==> src/rtl/sdal_pkg.sv <==
// Package: constants and types for the serial debug autobaud link
package sdal_pkg;

  // ---------------------------------------------------------------
  // Timing and rate limits
  // ---------------------------------------------------------------
  localparam int CLK_HZ = 50000000;
  localparam int BIT_CNT_W = 16;
  // Bit time limits in system clocks
  localparam logic [BIT_CNT_W-1:0] MIN_BIT_CLKS = 16'h0008;
  localparam logic [BIT_CNT_W-1:0] MAX_BIT_CLKS = 16'h0200;
  // Bit times of low line that make a break
  localparam logic [3:0] BREAK_BITS = 4'ha;
  // 80H low span is start plus seven zeros: eight bit times
  localparam logic [3:0] AUTOBAUD_LOW_BITS = 4'h8;
  localparam logic [3:0] CHAR_BITS = 4'h8;

  // ---------------------------------------------------------------
  // Types
  // ---------------------------------------------------------------
  typedef enum logic [1:0] {
    SDAL_AB_RESET = 2'b00,
    SDAL_AB_WAIT_LOW = 2'b01,
    SDAL_AB_MEASURE = 2'b10,
    SDAL_AB_LOCKED = 2'b11
  } sdal_ab_state_t;

  typedef struct packed {
    logic fullDrive;
    logic driveHighAssist;
  } sdal_drive_cfg_t;

  typedef struct packed {
    logic out;
    logic oe;
  } sdal_pin_t;

endpackage

==> src/rtl/sdal_link.sv <==
// Top: autobaud detector, baud generator, break detect and transmitter
module sdal_link
  import sdal_pkg::*;
(
  input wire logic core_clk,
  input wire logic rst,
  input wire logic lineIn,
  output logic lineOut,
  output logic lineOe,
  input wire sdal_drive_cfg_t driveCfg,
  input wire logic txValid,
  input wire logic [7:0] txData,
  output logic txReady,
  output logic [7:0] rxData,
  output logic rxValid,
  output logic baudLocked,
  output logic [BIT_CNT_W-1:0] bitClks,
  output logic breakSeen
);

  // ---------------------------------------------------------------
  // Input synchroniser
  // ---------------------------------------------------------------
  logic syncA_q;
  logic syncB_q;
  always_ff @(posedge core_clk or posedge rst) begin
    if (rst) begin
      syncA_q <= 1'b1;
      syncB_q <= 1'b1;
    end else begin
      syncA_q <= lineIn;
      syncB_q <= syncA_q;
    end
  end
  wire lineHigh = syncB_q;

  // ---------------------------------------------------------------
  // Autobaud detector
  // ---------------------------------------------------------------
  sdal_ab_state_t abState_q;
  sdal_ab_state_t abState_d;
  logic [BIT_CNT_W+2:0] measure_q;
  logic [BIT_CNT_W-1:0] bitClks_q;
  logic [BIT_CNT_W+3:0] lowRun_q;
  logic breakSeen_q;
  logic brkHeld_q;

  wire measureOvf = measure_q[BIT_CNT_W+2:3] > MAX_BIT_CLKS;
  wire [BIT_CNT_W-1:0] measuredBit = measure_q[BIT_CNT_W+2:3];
  // Break threshold follows the current rate, or the slowest rate when unlocked
  wire [BIT_CNT_W+3:0] breakLimit = (abState_q == SDAL_AB_LOCKED) ?
    20'(bitClks_q) * 20'(BREAK_BITS) : 20'(MAX_BIT_CLKS) * 20'(BREAK_BITS);
  // One break per low span: brkHeld_q blocks further breaks until the line goes high
  wire breakNow = !lineHigh && !brkHeld_q && (lowRun_q >= breakLimit - 20'h1);

  always_comb begin
    abState_d = abState_q;
    unique case (abState_q)
      SDAL_AB_RESET: if (lineHigh) abState_d = SDAL_AB_WAIT_LOW;
      SDAL_AB_WAIT_LOW: if (!lineHigh) abState_d = SDAL_AB_MEASURE;
      SDAL_AB_MEASURE: begin
        // The 80H low span ends at the first rising edge
        if (measureOvf) abState_d = SDAL_AB_RESET;
        else if (lineHigh) begin
          if (measuredBit >= MIN_BIT_CLKS) abState_d = SDAL_AB_LOCKED;
          else abState_d = SDAL_AB_RESET;
        end
      end
      SDAL_AB_LOCKED: ;
    endcase
    if (breakNow) abState_d = SDAL_AB_RESET;
  end

  always_ff @(posedge core_clk or posedge rst) begin
    if (rst) begin
      abState_q <= SDAL_AB_RESET;
      measure_q <= '0;
      bitClks_q <= '0;
      lowRun_q <= '0;
      breakSeen_q <= 1'b0;
      brkHeld_q <= 1'b0;
    end else begin
      abState_q <= abState_d;
      // The low clock that opens the span counts too
      measure_q <= (abState_q == SDAL_AB_MEASURE && !lineHigh) ? measure_q + 19'h1 :
                   (abState_d == SDAL_AB_MEASURE) ? 19'h1 : '0;
      if (abState_q == SDAL_AB_MEASURE && abState_d == SDAL_AB_LOCKED) bitClks_q <= measuredBit;
      else if (abState_d == SDAL_AB_RESET) bitClks_q <= '0;
      lowRun_q <= lineHigh ? '0 : ((breakNow || brkHeld_q) ? lowRun_q : lowRun_q + 20'h1);
      brkHeld_q <= lineHigh ? 1'b0 : (breakNow || brkHeld_q);
      breakSeen_q <= breakNow;
    end
  end

  assign baudLocked = (abState_q == SDAL_AB_LOCKED);
  assign bitClks = bitClks_q;
  assign breakSeen = breakSeen_q;

  // ---------------------------------------------------------------
  // Receiver, timed by the measured rate
  // ---------------------------------------------------------------
  logic rxBusy_q;
  logic [BIT_CNT_W-1:0] rxCnt_q;
  logic [3:0] rxIdx_q;
  logic [7:0] rxShift_q;
  logic [7:0] rxData_q;
  logic rxValid_q;
  logic txBusy_q;
  wire [BIT_CNT_W-1:0] halfBit = bitClks_q >> 1;
  wire rxTick = rxBusy_q && (rxCnt_q == '0);
  wire rxStart = baudLocked && !rxBusy_q && !lineHigh && !txBusy_q;

  always_ff @(posedge core_clk or posedge rst) begin
    if (rst) begin
      rxBusy_q <= 1'b0;
      rxCnt_q <= '0;
      rxIdx_q <= '0;
      rxShift_q <= '0;
      rxData_q <= '0;
      rxValid_q <= 1'b0;
    end else begin
      rxValid_q <= 1'b0;
      if (!baudLocked) rxBusy_q <= 1'b0;
      else if (rxStart) begin
        rxBusy_q <= 1'b1;
        rxCnt_q <= halfBit + bitClks_q - 16'h1;
        rxIdx_q <= '0;
      end else if (rxTick) begin
        rxCnt_q <= bitClks_q - 16'h1;
        if (rxIdx_q == CHAR_BITS) begin
          rxBusy_q <= 1'b0;
          if (lineHigh) begin
            rxData_q <= rxShift_q;
            rxValid_q <= 1'b1;
          end
        end else begin
          rxShift_q <= {lineHigh, rxShift_q[7:1]};
          rxIdx_q <= rxIdx_q + 4'h1;
        end
      end else if (rxBusy_q) rxCnt_q <= rxCnt_q - 16'h1;
    end
  end
  assign rxData = rxData_q;
  assign rxValid = rxValid_q;

  // ---------------------------------------------------------------
  // Transmitter: baud generator runs at the measured rate
  // ---------------------------------------------------------------
  logic [BIT_CNT_W-1:0] txCnt_q;
  logic [3:0] txIdx_q;
  logic [9:0] txShift_q;
  wire txTick = txBusy_q && (txCnt_q == '0);
  wire txLast = txIdx_q == 4'h9;
  // Drive ends mid stop bit so the host may turn the line around
  wire txMidStop = txLast && (txCnt_q == halfBit);
  wire bitCentre = txBusy_q && (txCnt_q == halfBit);
  logic txDrive_q;
  assign txReady = baudLocked && !txBusy_q && !rxBusy_q;

  always_ff @(posedge core_clk or posedge rst) begin
    if (rst) begin
      txBusy_q <= 1'b0;
      txCnt_q <= '0;
      txIdx_q <= '0;
      txShift_q <= '1;
      txDrive_q <= 1'b0;
    end else begin
      if (!baudLocked) begin
        txBusy_q <= 1'b0;
        txDrive_q <= 1'b0;
      end else if (txValid && txReady) begin
        txBusy_q <= 1'b1;
        txDrive_q <= 1'b1;
        txShift_q <= {1'b1, txData, 1'b0};
        txCnt_q <= bitClks_q - 16'h1;
        txIdx_q <= '0;
      end else if (txBusy_q) begin
        if (txMidStop) txDrive_q <= 1'b0;
        if (txTick) begin
          txCnt_q <= bitClks_q - 16'h1;
          if (txLast) txBusy_q <= 1'b0;
          else begin
            txShift_q <= {1'b1, txShift_q[9:1]};
            txIdx_q <= txIdx_q + 4'h1;
          end
        end else txCnt_q <= txCnt_q - 16'h1;
      end
    end
  end

  sdal_pin_t pin;
  sdal_pin_driver sdal_pin_driver_inst (
    .core_clk(core_clk),
    .rst(rst),
    .cfg(driveCfg),
    .txActive(txDrive_q),
    .txBit(txShift_q[0]),
    .bitCentre(bitCentre),
    .lineHigh(lineHigh),
    .pin(pin)
  );
  assign lineOut = pin.out;
  assign lineOe = pin.oe;

  a_break_reset: assert property (@(posedge core_clk) disable iff (rst)
    breakNow |=> abState_q == SDAL_AB_RESET && !baudLocked)
    else $error("break did not reset autobaud");
  a_break_once: assert property (@(posedge core_clk) disable iff (rst)
    breakSeen_q |=> !breakSeen_q)
    else $error("break pulse longer than one clock");
  a_ovf_reset: assert property (@(posedge core_clk) disable iff (rst)
    abState_q == SDAL_AB_MEASURE && measureOvf |=> !baudLocked)
    else $error("overflowed measurement locked a rate");
  a_rate_range: assert property (@(posedge core_clk) disable iff (rst)
    baudLocked |-> bitClks_q >= MIN_BIT_CLKS && bitClks_q <= MAX_BIT_CLKS)
    else $error("locked bit time out of range");
  a_full_drive: assert property (@(posedge core_clk) disable iff (rst)
    driveCfg.fullDrive && !driveCfg.driveHighAssist && txDrive_q |-> lineOe)
    else $error("full drive released line while sending");
  a_start_drive: assert property (@(posedge core_clk) disable iff (rst)
    txValid && txReady |=> txDrive_q && lineOe && !lineOut)
    else $error("start bit not driven low");

endmodule

==> src/rtl/sdal_pin_driver.sv <==
// Output driver of the debug line: open drain with optional full high drive or high assist
module sdal_pin_driver
  import sdal_pkg::*;
(
  input wire logic core_clk,
  input wire logic rst,
  input wire sdal_drive_cfg_t cfg,
  input wire logic txActive,
  input wire logic txBit,
  input wire logic bitCentre,
  input wire logic lineHigh,
  output sdal_pin_t pin
);

  logic prevBit_q;
  logic assistOn_q;
  logic assistOn_d;
  wire rise = txActive && txBit && !prevBit_q;
  wire bothSet = cfg.fullDrive && cfg.driveHighAssist;

  // Assist stays on from a rise until the line reads high or centre
  assign assistOn_d = rise ? 1'b1 : ((lineHigh || bitCentre || !txActive) ? 1'b0 : assistOn_q);

  always_ff @(posedge core_clk or posedge rst) begin
    if (rst) begin
      prevBit_q <= 1'b1;
      assistOn_q <= 1'b0;
    end else begin
      prevBit_q <= txActive ? txBit : 1'b1;
      assistOn_q <= assistOn_d;
    end
  end

  wire driveLow = txActive && !txBit;
  wire driveHigh = !txActive || !txBit ? 1'b0 :
                   bothSet ? rise :
                   cfg.fullDrive ? 1'b1 :
                   cfg.driveHighAssist ? (rise || (assistOn_q && !lineHigh && !bitCentre)) :
                   1'b0;

  assign pin.oe = driveLow || driveHigh;
  assign pin.out = driveHigh;

  a_both_pulse: assert property (@(posedge core_clk) disable iff (rst)
    bothSet && pin.oe && pin.out |=> !(pin.oe && pin.out))
    else $error("high pulse longer than one clock");
  a_plain_release: assert property (@(posedge core_clk) disable iff (rst)
    !cfg.fullDrive && !cfg.driveHighAssist |-> !(pin.oe && pin.out))
    else $error("line driven high without drive control");

endmodule

==> config.mk <==
export PLATFORM = sky130hd
export DESIGN_NAME = sdal_link
export DESIGN_NICKNAME = d
export VERILOG_FILES = /design/src/rtl/sdal_pkg.sv /design/src/rtl/sdal_link.sv /design/src/rtl/sdal_pin_driver.sv
export SDC_FILE = /design/constraint.sdc
export NUM_CORES = 1
export LEC_CHECK = 0
export ABC_CLOCK_PERIOD_IN_PS = 5800
export BUFFER_PORTS_ARGS = -buffer_cell sky130_fd_sc_hd__buf_2
export CAP_MARGIN = 5
export CORE_ASPECT_RATIO = 0.5
export CORE_MARGIN = 5
export CORE_UTILIZATION = 45
export CTS_BUF_LIST = sky130_fd_sc_hd__clkbuf_16
export DETAILED_ROUTE_END_ITERATION = 12
export MAX_ROUTING_LAYER = met4
export PLACE_DENSITY = 0.69
export RECOVER_POWER = 25
export SLEW_MARGIN = 20
export SYNTH_ARGS = -nofsm -noshare
export SYNTH_HDL_FRONTEND = slang
export SYNTH_SLANG_ARGS = --single-unit
==> constraint.sdc <==
create_clock -name core_clk -period 5.8 [get_ports core_clk]
set_input_delay 0.29 -clock core_clk [delete_from_list [all_inputs] [get_ports core_clk]]
set_output_delay 0.29 -clock core_clk [all_outputs]
set_load 0.01 [all_outputs]
# Yosys cells after proc, flatten, opt, wreduce, memory -nomap -nowiden
# Index checks and enable logic that the tools add are counted.
# word_totals
reg_bits	133
input_bits	14
out_inout_bits	30
elab_cells	161
# classes
addsub	10
mul	1
n_lt_le_gt_ge	3
eq_ne	15
mux	57
bitwise_logic	2
n_reduce_logical	52
# op_table
op	count
two-way mux 16 bit	8
subtractor 16 x 1 -> 16 bit, second input constant	4
two-way mux 20 bit	3
two-way mux 10 bit	4
logical NOT 16 bit	2
two-way mux 4 bit	7
two-way mux 1 bit	27
adder 20 x 1 -> 20 bit, second input constant	1
>= comparator 20 bit	1
logical AND 1 bit	20
subtractor 20 x 1 -> 20 bit, second input constant	1
adder 19 x 1 -> 19 bit, second input constant	1
multiplier 16 x 3 -> 19 bit, second input constant	1
two-way mux 19 bit	1
adder 15 x 16 -> 16 bit	1
== test 16 x 15 -> 1 bit	1
>= comparator 16 x 4 -> 1 bit, second input constant	1
> comparator 16 x 10 -> 1 bit, second input constant	1
two-way mux 2 bit	6
inequality test 3 x 1 -> 1 bit, second input constant	4
nonzero test 2 bit	5
adder 4 x 1 -> 4 bit, second input constant	2
== test 2 bit, second input constant	4
== test 4 bit, second input constant	2
13 further kinds	32

# Logic depth before layout (Yosys ltp)
# Gate-level depths: netlist of run 1.
# depth
word_depth	10
mapped_depth	23
ltp_nobuf	21

# Modules after synthesis
# Synthesis of run 1 repeated with hierarchy kept, for this count alone.
# hier_totals
hier_cells	1072
hier_area_um2	9435.3
# by_module_without_submodules
module	instances	cells_per_inst	area_per_inst_um2	seq_area_each_um2
sdal_link	1	1057	9288.9	3266.9
sdal_pin_driver	1	15	146.4	51.3

# Worst setup path after synthesis of run 1
# Ideal clock, no wire load.
# synth_timing
path_kind	register to register
start	register bitClks_q[1] (netlist: bitClks[1])
end	register lowRun_q[12]
setup_time_ps	125
t_arrival_ps	4681
t_required_ps	5675
setup_slack_ps	994
stages_incl_launch_ff	22
n_path_buf	1
synth_period_minus_slack_ps	4806
path_cell_list	dfrtp_1 -> ha_1 -> ha_1 -> inv_1 -> fa_1 -> nor2b_1 -> o31a_1 -> o41ai_2 -> a31oi_1 -> o21ai_0 -> a21boi_2 -> nand3_1 -> xnor2_1 -> ha_1 -> a21oi_1 -> o21ai_0 -> o211ai_1 -> a31oi_1 -> o41a_1 -> clkbuf_1 -> nor4_1 -> mux2_2
# synth_between
elab_chain_len	7
# synth_lines
element	line	source
start: declaration	sdal_link.sv:43	logic [BIT_CNT_W-1:0] bitClks_q;
start signal: assignment	sdal_link.sv:87	if (abState_q == SDAL_AB_MEASURE && abState_d == SDAL_AB_LOCKED) bitClks_q <= measuredBit;
multiplier 16 x 3 -> 19 bit	sdal_link.sv:52	20'(bitClks_q) * 20'(BREAK_BITS) : 20'(MAX_BIT_CLKS) * 20'(BREAK_BITS);
two-way mux 20 bit	sdal_link.sv:51	wire [BIT_CNT_W+3:0] breakLimit = (abState_q == SDAL_AB_LOCKED) ?
subtractor 20 x 1 -> 20 bit	sdal_link.sv:54	wire breakNow = !lineHigh && !brkHeld_q && (lowRun_q >= breakLimit - 20'h1);
>= comparator 20 bit	sdal_link.sv:54	
logical AND 1 bit	sdal_link.sv:54	
logical OR 1 bit	sdal_link.sv:89	lowRun_q <= lineHigh ? '0 : ((breakNow || brkHeld_q) ? lowRun_q : lowRun_q + 20'h1);
inequality test 2 bit (no source line)	n/a	
end signal: assignment	sdal_link.sv:89	
end: declaration	sdal_link.sv:44	logic [BIT_CNT_W+3:0] lowRun_q;
# No other way between the ends.
# A chain may end at the register's enable or synchronous reset.

# Final worst setup path of run 1
# layout_timing
start	register bitClks_q[3] (netlist: bitClks[3])
end	register lowRun_q[16]
# Same word-level chain as after synthesis.

==> impl_metrics.ini, run 1 <==
[routing]
drc = 0
vias = 8147
drt_iter0_drc = 655
via_per_inst = 5.82
wl_um = 23500
routedWlPerCell_um = 16.8
dr.pass1.iters = 6
ant_nets = 0

[cts]
numCtsBuffers = 17
cts_tree = done
clockBufferDepth = 2
worstSkewPairLatency_ps = 430
cts_htree_levels = 4
post_cts_buffers = 0
root_buffer = clkbuf_16
cts.sinks = 132
clk_transition_reported_paths_ps = 70

[synthesis]
synth_warnings = 0
syn_avg_cell_area_um2 = 8.94
synth_top_area_cell = dfrtp_1
postSynth.asyncResetShare = 1.00
yosysUniqueCellTypes = 83
ys_seq_elements = 132
syn-num-nets = 1178
synth-edff-count = 0
synth-main-ff-cell = dfrtp_1
synth_area_leaders = dfrtp_1 31%, ha_1 11%, xnor2_1 4.9%, nand2_1 3.6%, nor2_1 3.5%
ys_seq_area_frac = 0.345
synth_area_um2 = 9610
synthCells = 1075
synth_top_area_frac = 0.313

[grt]
grtUsageTotal = 0.202
grt_pass1_wl_um = 39600
grt_max_degree = 72
grt_overflow_total = 0
met2_usage = 0.323
use_met3 = 0.0366
antenna_found_initial = 0
busiest_layer = met2
grt_pass1_vias = 7961
use_met1 = 0.260

[timing]
fmax_mhz = 187
slew_violations = 63
setup_viol = 0
setup_tns_ps = 0
final.setup_skew_ps = 9.18
worst_pin_slew_ps = 2670
slew_headroom = -0.790
rsz0062_at_grt = no
min_period_ps = 5350
hold_viol_final = 0
finalCritPeriodShare = 0.922

[placed_design]
place.gp.congestion = 0.877
dpl.hpwl_um = 17200
io_buffers = 43

[worst_setup_path]
critPathKind = reg2reg
critPathArrivalTime_ps = 5670
endpoint_kind = flip-flop
path_max_fanout = 30
cp.required_ps = 6120
start_kind = flip-flop

[die]
ios = 44
start_util = 0.462
fp-row-count = 37
dieArea_um2 = 24500
die_h_um = 113
coreArea_um2 = 20800
die_x_um = 217

[power_and_ir_drop]
power.density_nw_per_um2 = 302
fin_total_pwr_uw = 3230
vdd_drop_max_v = 0.000201
p_leak_uw = 0.00479

[layout]
layout-drive-gt1-share = 0.115
num_antenna_cells = 0
nets = 1217
area_growth_pct = 11.4

[hold_path]
hold_path_class = in2reg

[job]
maxCapViolCount = 1

[status]
violations = capacitance limit, slew limit
status = complete, but fails checks
==> final cells by class <==
class / count / area (um^2)
inverter: 75 / 283
timing repair buffer: 57 / 313
clock buffer: 17 / 425
tap: 273 / 342
fill: 1862 / 10100
clock inverter: 15 / 179
multi-input combinational: 831 / 5840
sequential: 132 / 3320
==> state kept, by name, summed over array words and instances (netlist names), 2 cells and up <==
name and flops:
measure_q 19, lowRun_q 20, txIdx_q 4, rxShift_q 8, txShift_q 9, rxCnt_q 16
abState_q 2, txCnt_q 16, rxData 8, bitClks 16, rxIdx_q 4
==> critical path, cell delays in order (launching register included) <==
cell and delay (ps):
dfrtp_1 480, ha_1 340, ha_1 240, inv_1 70
fa_1 190, nor2b_1 70, o31a_1 300, o41ai_2 370
a31oi_1 160, o21ai_1 250, a21boi_2 260, nand3_1 110
xnor2_1 190, ha_1 270, a21oi_1 150, o21ai_0 160
o211ai_1 200, a31oi_1 70, o41a_2 600, nor4_1 370
mux2_2 370
==> cells in the final DEF (no fill, tap or decap), types with 13 or more instances in the layout <==
cell,n
dfrtp_1,120
nand2_1,93
nor2_1,90
ha_1,87
inv_1,73
o21ai_0,66
a21oi_1,61
xnor2_1,54
nand3_1,35
buf_2,33
xor2_1,25
mux2_2,18
nor3_1,17
clkbuf_16,17
nand4_1,16
nor4_1,15
a22o_1,14
or4_1,14
and2_1,13
or3_1,13
a211oi_1,13
mux2i_1,13
==> timing repair <==
item	in CTS	in global routing
hold buffers	2	0
setup endpoints to repair	0	32
resized for setup	0	3
endpoints found under the hold margin	60	0
==> metrics by stage <==
stage	setup slack [ps]	instance area [um^2]	utilization	hold slack, ps	std cells
6_report	451	10700	0.515	64.2	1400
3_3_place_gp	542	10100	0.485	346	1366
4_1_cts	260	10700	0.515	48.3	1400
2_1_floorplan	994	9610	-	294	1075
3_5_place_dp	288	10100	0.485	352	1366
5_1_grt	60.9	10700	0.515	58.8	1400
==> final timing paths <==
path                       slack, ps  cells past startpoint                   start                        to
hold / removal                    60                      3               txData[7]  txShift_q[8]$_DFFE_PP1P_
setup reg to reg                 450                     20  bitClks[3]$_DFFE_PP0P_  lowRun_q[16]$_DFFE_PP0N_
hold reg to reg                  360                      0       syncA_q$_DFF_PP1_        lineHigh$_DFF_PP1_
setup / recovery                 450                     20  bitClks[3]$_DFFE_PP0P_  lowRun_q[16]$_DFFE_PP0N_
min in group asynchronous       1160                      3                     rst    measure_q[9]$_DFF_PP0_
max in group asynchronous       2810                      4                     rst   rxCnt_q[12]$_DFFE_PP0P_
==> routing by layer <==
layer  part of all wire  vias to the layer above
li1                   -                     3977
met1               0.47                     3928
met2               0.47                      196
met3              0.043                       46
met4              0.024                        0
met5                  0                        -
==> where the power goes <==
| group | internal [uW] | total, uW | switching (uW) | leakage, uW |
|---|---|---|---|---|
| registers | 1080 | 1250 | 175 | 0.00168 |
| clock network | 678 | 1110 | 433 | 0.000293 |
| logic | 329 | 867 | 539 | 0.00282 |
| total | 2080 | 3230 | 1150 | 0.00479 |
==> cells by family after synthesis <==
| group | count (synthesis) | synth area share |
|---|---|---|
| flops | 132 | 0.345 |
| compound gates | 261 | 0.178 |
| fa+ha+maj | 89 | 0.117 |
| buf+inv | 112 | 0.0500 |
| xor+xnor | 79 | 0.0720 |
| mux | 31 | 0.0346 |
| simple gates | 371 | 0.202 |
==> cells in the mapped netlist, types with 12 or more instances <==
library cell    n
and2_1         13
nor4_1         16
a22o_1         14
a21oi_1        61
o31ai_1        12
mux2_2         18
nor2_1         90
nand2_1        93
inv_1          73
nand3_1        35
mux2i_1        13
and3_1         12
or3_1          13
dfrtp_1       120
ha_1           87
or4_1          14
xor2_1         25
dfstp_2        12
a211oi_1       13
nand4_1        16
nor3_1         17
xnor2_1        54
o21ai_0        67
clkbuf_1       24
Power figures use the tool's default switching activity.
==> run 2, diff against run 1 <==
==> constraint.sdc (replaced) <==
create_clock -name core_clk -period 5.8 [get_ports core_clk]
set_input_delay 0.58 -clock core_clk [delete_from_list [all_inputs] [get_ports core_clk]]
set_output_delay 0.58 -clock core_clk [all_outputs]
set_load 0.01 [all_outputs]
==> impl_metrics.ini, run 2 (synthesis results as in run 1) <==
[status]
status = complete, but fails checks
violations = capacitance limit, slew limit

[layout]
largest_reg_flops = 20
layout-drive-gt1-share = 0.114
layout_commonest_cell = dfrtp_1
reg_top3 = lowRun_q: 20 flops, measure_q: 19 flops
num_antenna_cells = 0
area_growth_pct = 10.7
mostFrequentLayoutCells = 120 x dfrtp_1, 93 x nand2_1, 89 x nor2_1, 87 x ha_1, 73 x inv_1
nets = 1214
largest-register = lowRun_q

[timing]
slew_violations = 63
final.setup_skew_ps = 10.8
setup_viol = 0
slew_headroom = -0.784
finalCritPeriodShare = 0.920
fmax_mhz = 187
setup_tns_ps = 0
hold_viol_final = 0
finalHoldWorstSlack_ps = 249
setup_ws_ps = 466
worst_pin_slew_ps = 2660
min_period_ps = 5330
rsz0062_at_grt = no

[die]
coreArea_um2 = 20800
die_x_um = 217
dieArea_um2 = 24500
fp-row-count = 37
start_util = 0.462
ios = 44
die_h_um = 113

[hold_path]
hold_path_class = in2reg
hold_depth = 1

[job]
maxCapViolCount = 1

[placed_design]
dpl.hpwl_um = 17200
io_buffers = 43
dp_slack_ps = 286
place.gp.congestion = 0.877

[worst_setup_path]
start_kind = flip-flop
endpoint_kind = flip-flop
cp.required_ps = 6110
worstRegToRegCells = 20
path_max_fanout = 30
critPathArrivalTime_ps = 5650
critPathKind = reg2reg

[cts]
cts.sinks = 132
numCtsBuffers = 17
root_buffer = clkbuf_16
clk_transition_reported_paths_ps = 60
cts_htree_levels = 4
worstSkewPairLatency_ps = 430
cts_tree = done
clockBufferDepth = 2

[routing]
dr.pass1.iters = 8
drt_iter0_drc = 581
wl_um = 23700
vias = 8256
via_per_inst = 5.91
ant_nets = 0
drc = 0
routedWlPerCell_um = 17.0

[grt]
grt_pass1_wl_um = 39800
grt_max_degree = 72
grt_overflow_total = 0
grt_pass1_vias = 7869
grtUsageTotal = 0.202
antenna_found_initial = 0

[power_and_ir_drop]
vdd_drop_max_v = 0.000187
p_leak_uw = 0.00476
power.density_nw_per_um2 = 298
-- run 2: path summary, 6_finish.rpt --
check,from,slack [ps],to
worst min register to register,syncA_q$_DFF_PP1_,360,lineHigh$_DFF_PP1_
worst min-delay path,lineIn,250,syncA_q$_DFF_PP1_
worst max-delay path,bitClks[3]$_DFFE_PP0P_,470,lowRun_q[12]$_DFFE_PP0N_
min in group asynchronous,rst,880,measure_q[17]$_DFF_PP0_
max in group asynchronous,rst,3090,txCnt_q[10]$_DFFE_PP0P_
worst max register to register,bitClks[3]$_DFFE_PP0P_,470,lowRun_q[12]$_DFFE_PP0N_
-- run 2: critical path, cell delays in order, from the launching register on --
cell	delay (ps)
dfrtp_1	490
ha_1	360
ha_1	210
inv_1	70
fa_1	390
nor2b_1	160
o31a_1	240
nand4_1	120
o211ai_1	210
and4_1	300
and2_1	220
nand3_1	110
xnor2_1	150
ha_1	290
a21oi_1	140
o21ai_0	150
o211ai_1	200
a31oi_1	60
o41a_2	600
nor4_1	360
mux2_2	370
-- run 2: cell type report --
type | instances | area (um^2)
clock inverter | 15 | 140
timing repair buffer | 54 | 285
inverter | 75 | 283
tap | 273 | 342
fill | 1853 | 10200
multi-input combinational | 831 | 5840
clock buffer | 17 | 425
sequential | 132 | 3320
-- run 2: metal layers --
| metal | part of all wire | GRT usage | routed length (um) | vias up |
|---|---|---|---|---|
| li1 | - | - | - | 3967 |
| met1 | 0.46 | 0.263 | 11000 | 3999 |
| met2 | 0.47 | 0.322 | 11100 | 249 |
| met3 | 0.050 | 0.0438 | 1190 | 41 |
| met4 | 0.020 | 0.0572 | 471 | 0 |
| met5 | 0 | - | 0 | - |
-- run 2: report_power, final --
| group | switching (uW) | internal (uW) |
|---|---|---|
| Clock | 427 | 627 |
| Sequential | 175 | 1080 |
| Combinational | 535 | 326 |
-- run 2: metrics by stage --
stage / power (uW) / cell area [um^2] / std cells / utilization
finish: 3170 / 10600 / 1397 / 0.512
global route: 3340 / 10600 / 1397 / 0.512
CTS: 3160 / 10600 / 1397 / 0.511
detailed placement: 2110 / 10100 / 1365 / 0.484
global placement: 2080 / 10100 / 1365 / 0.484
floorplan: 1910 / 9610 / 1075 / -
-- run 2: repair_timing --
action / CTS / global route
gates resized for setup: 0 / 3
buffers inserted: 0 / 0
endpoints found under the setup margin: 0 / 32
hold buffers: 0 / 0
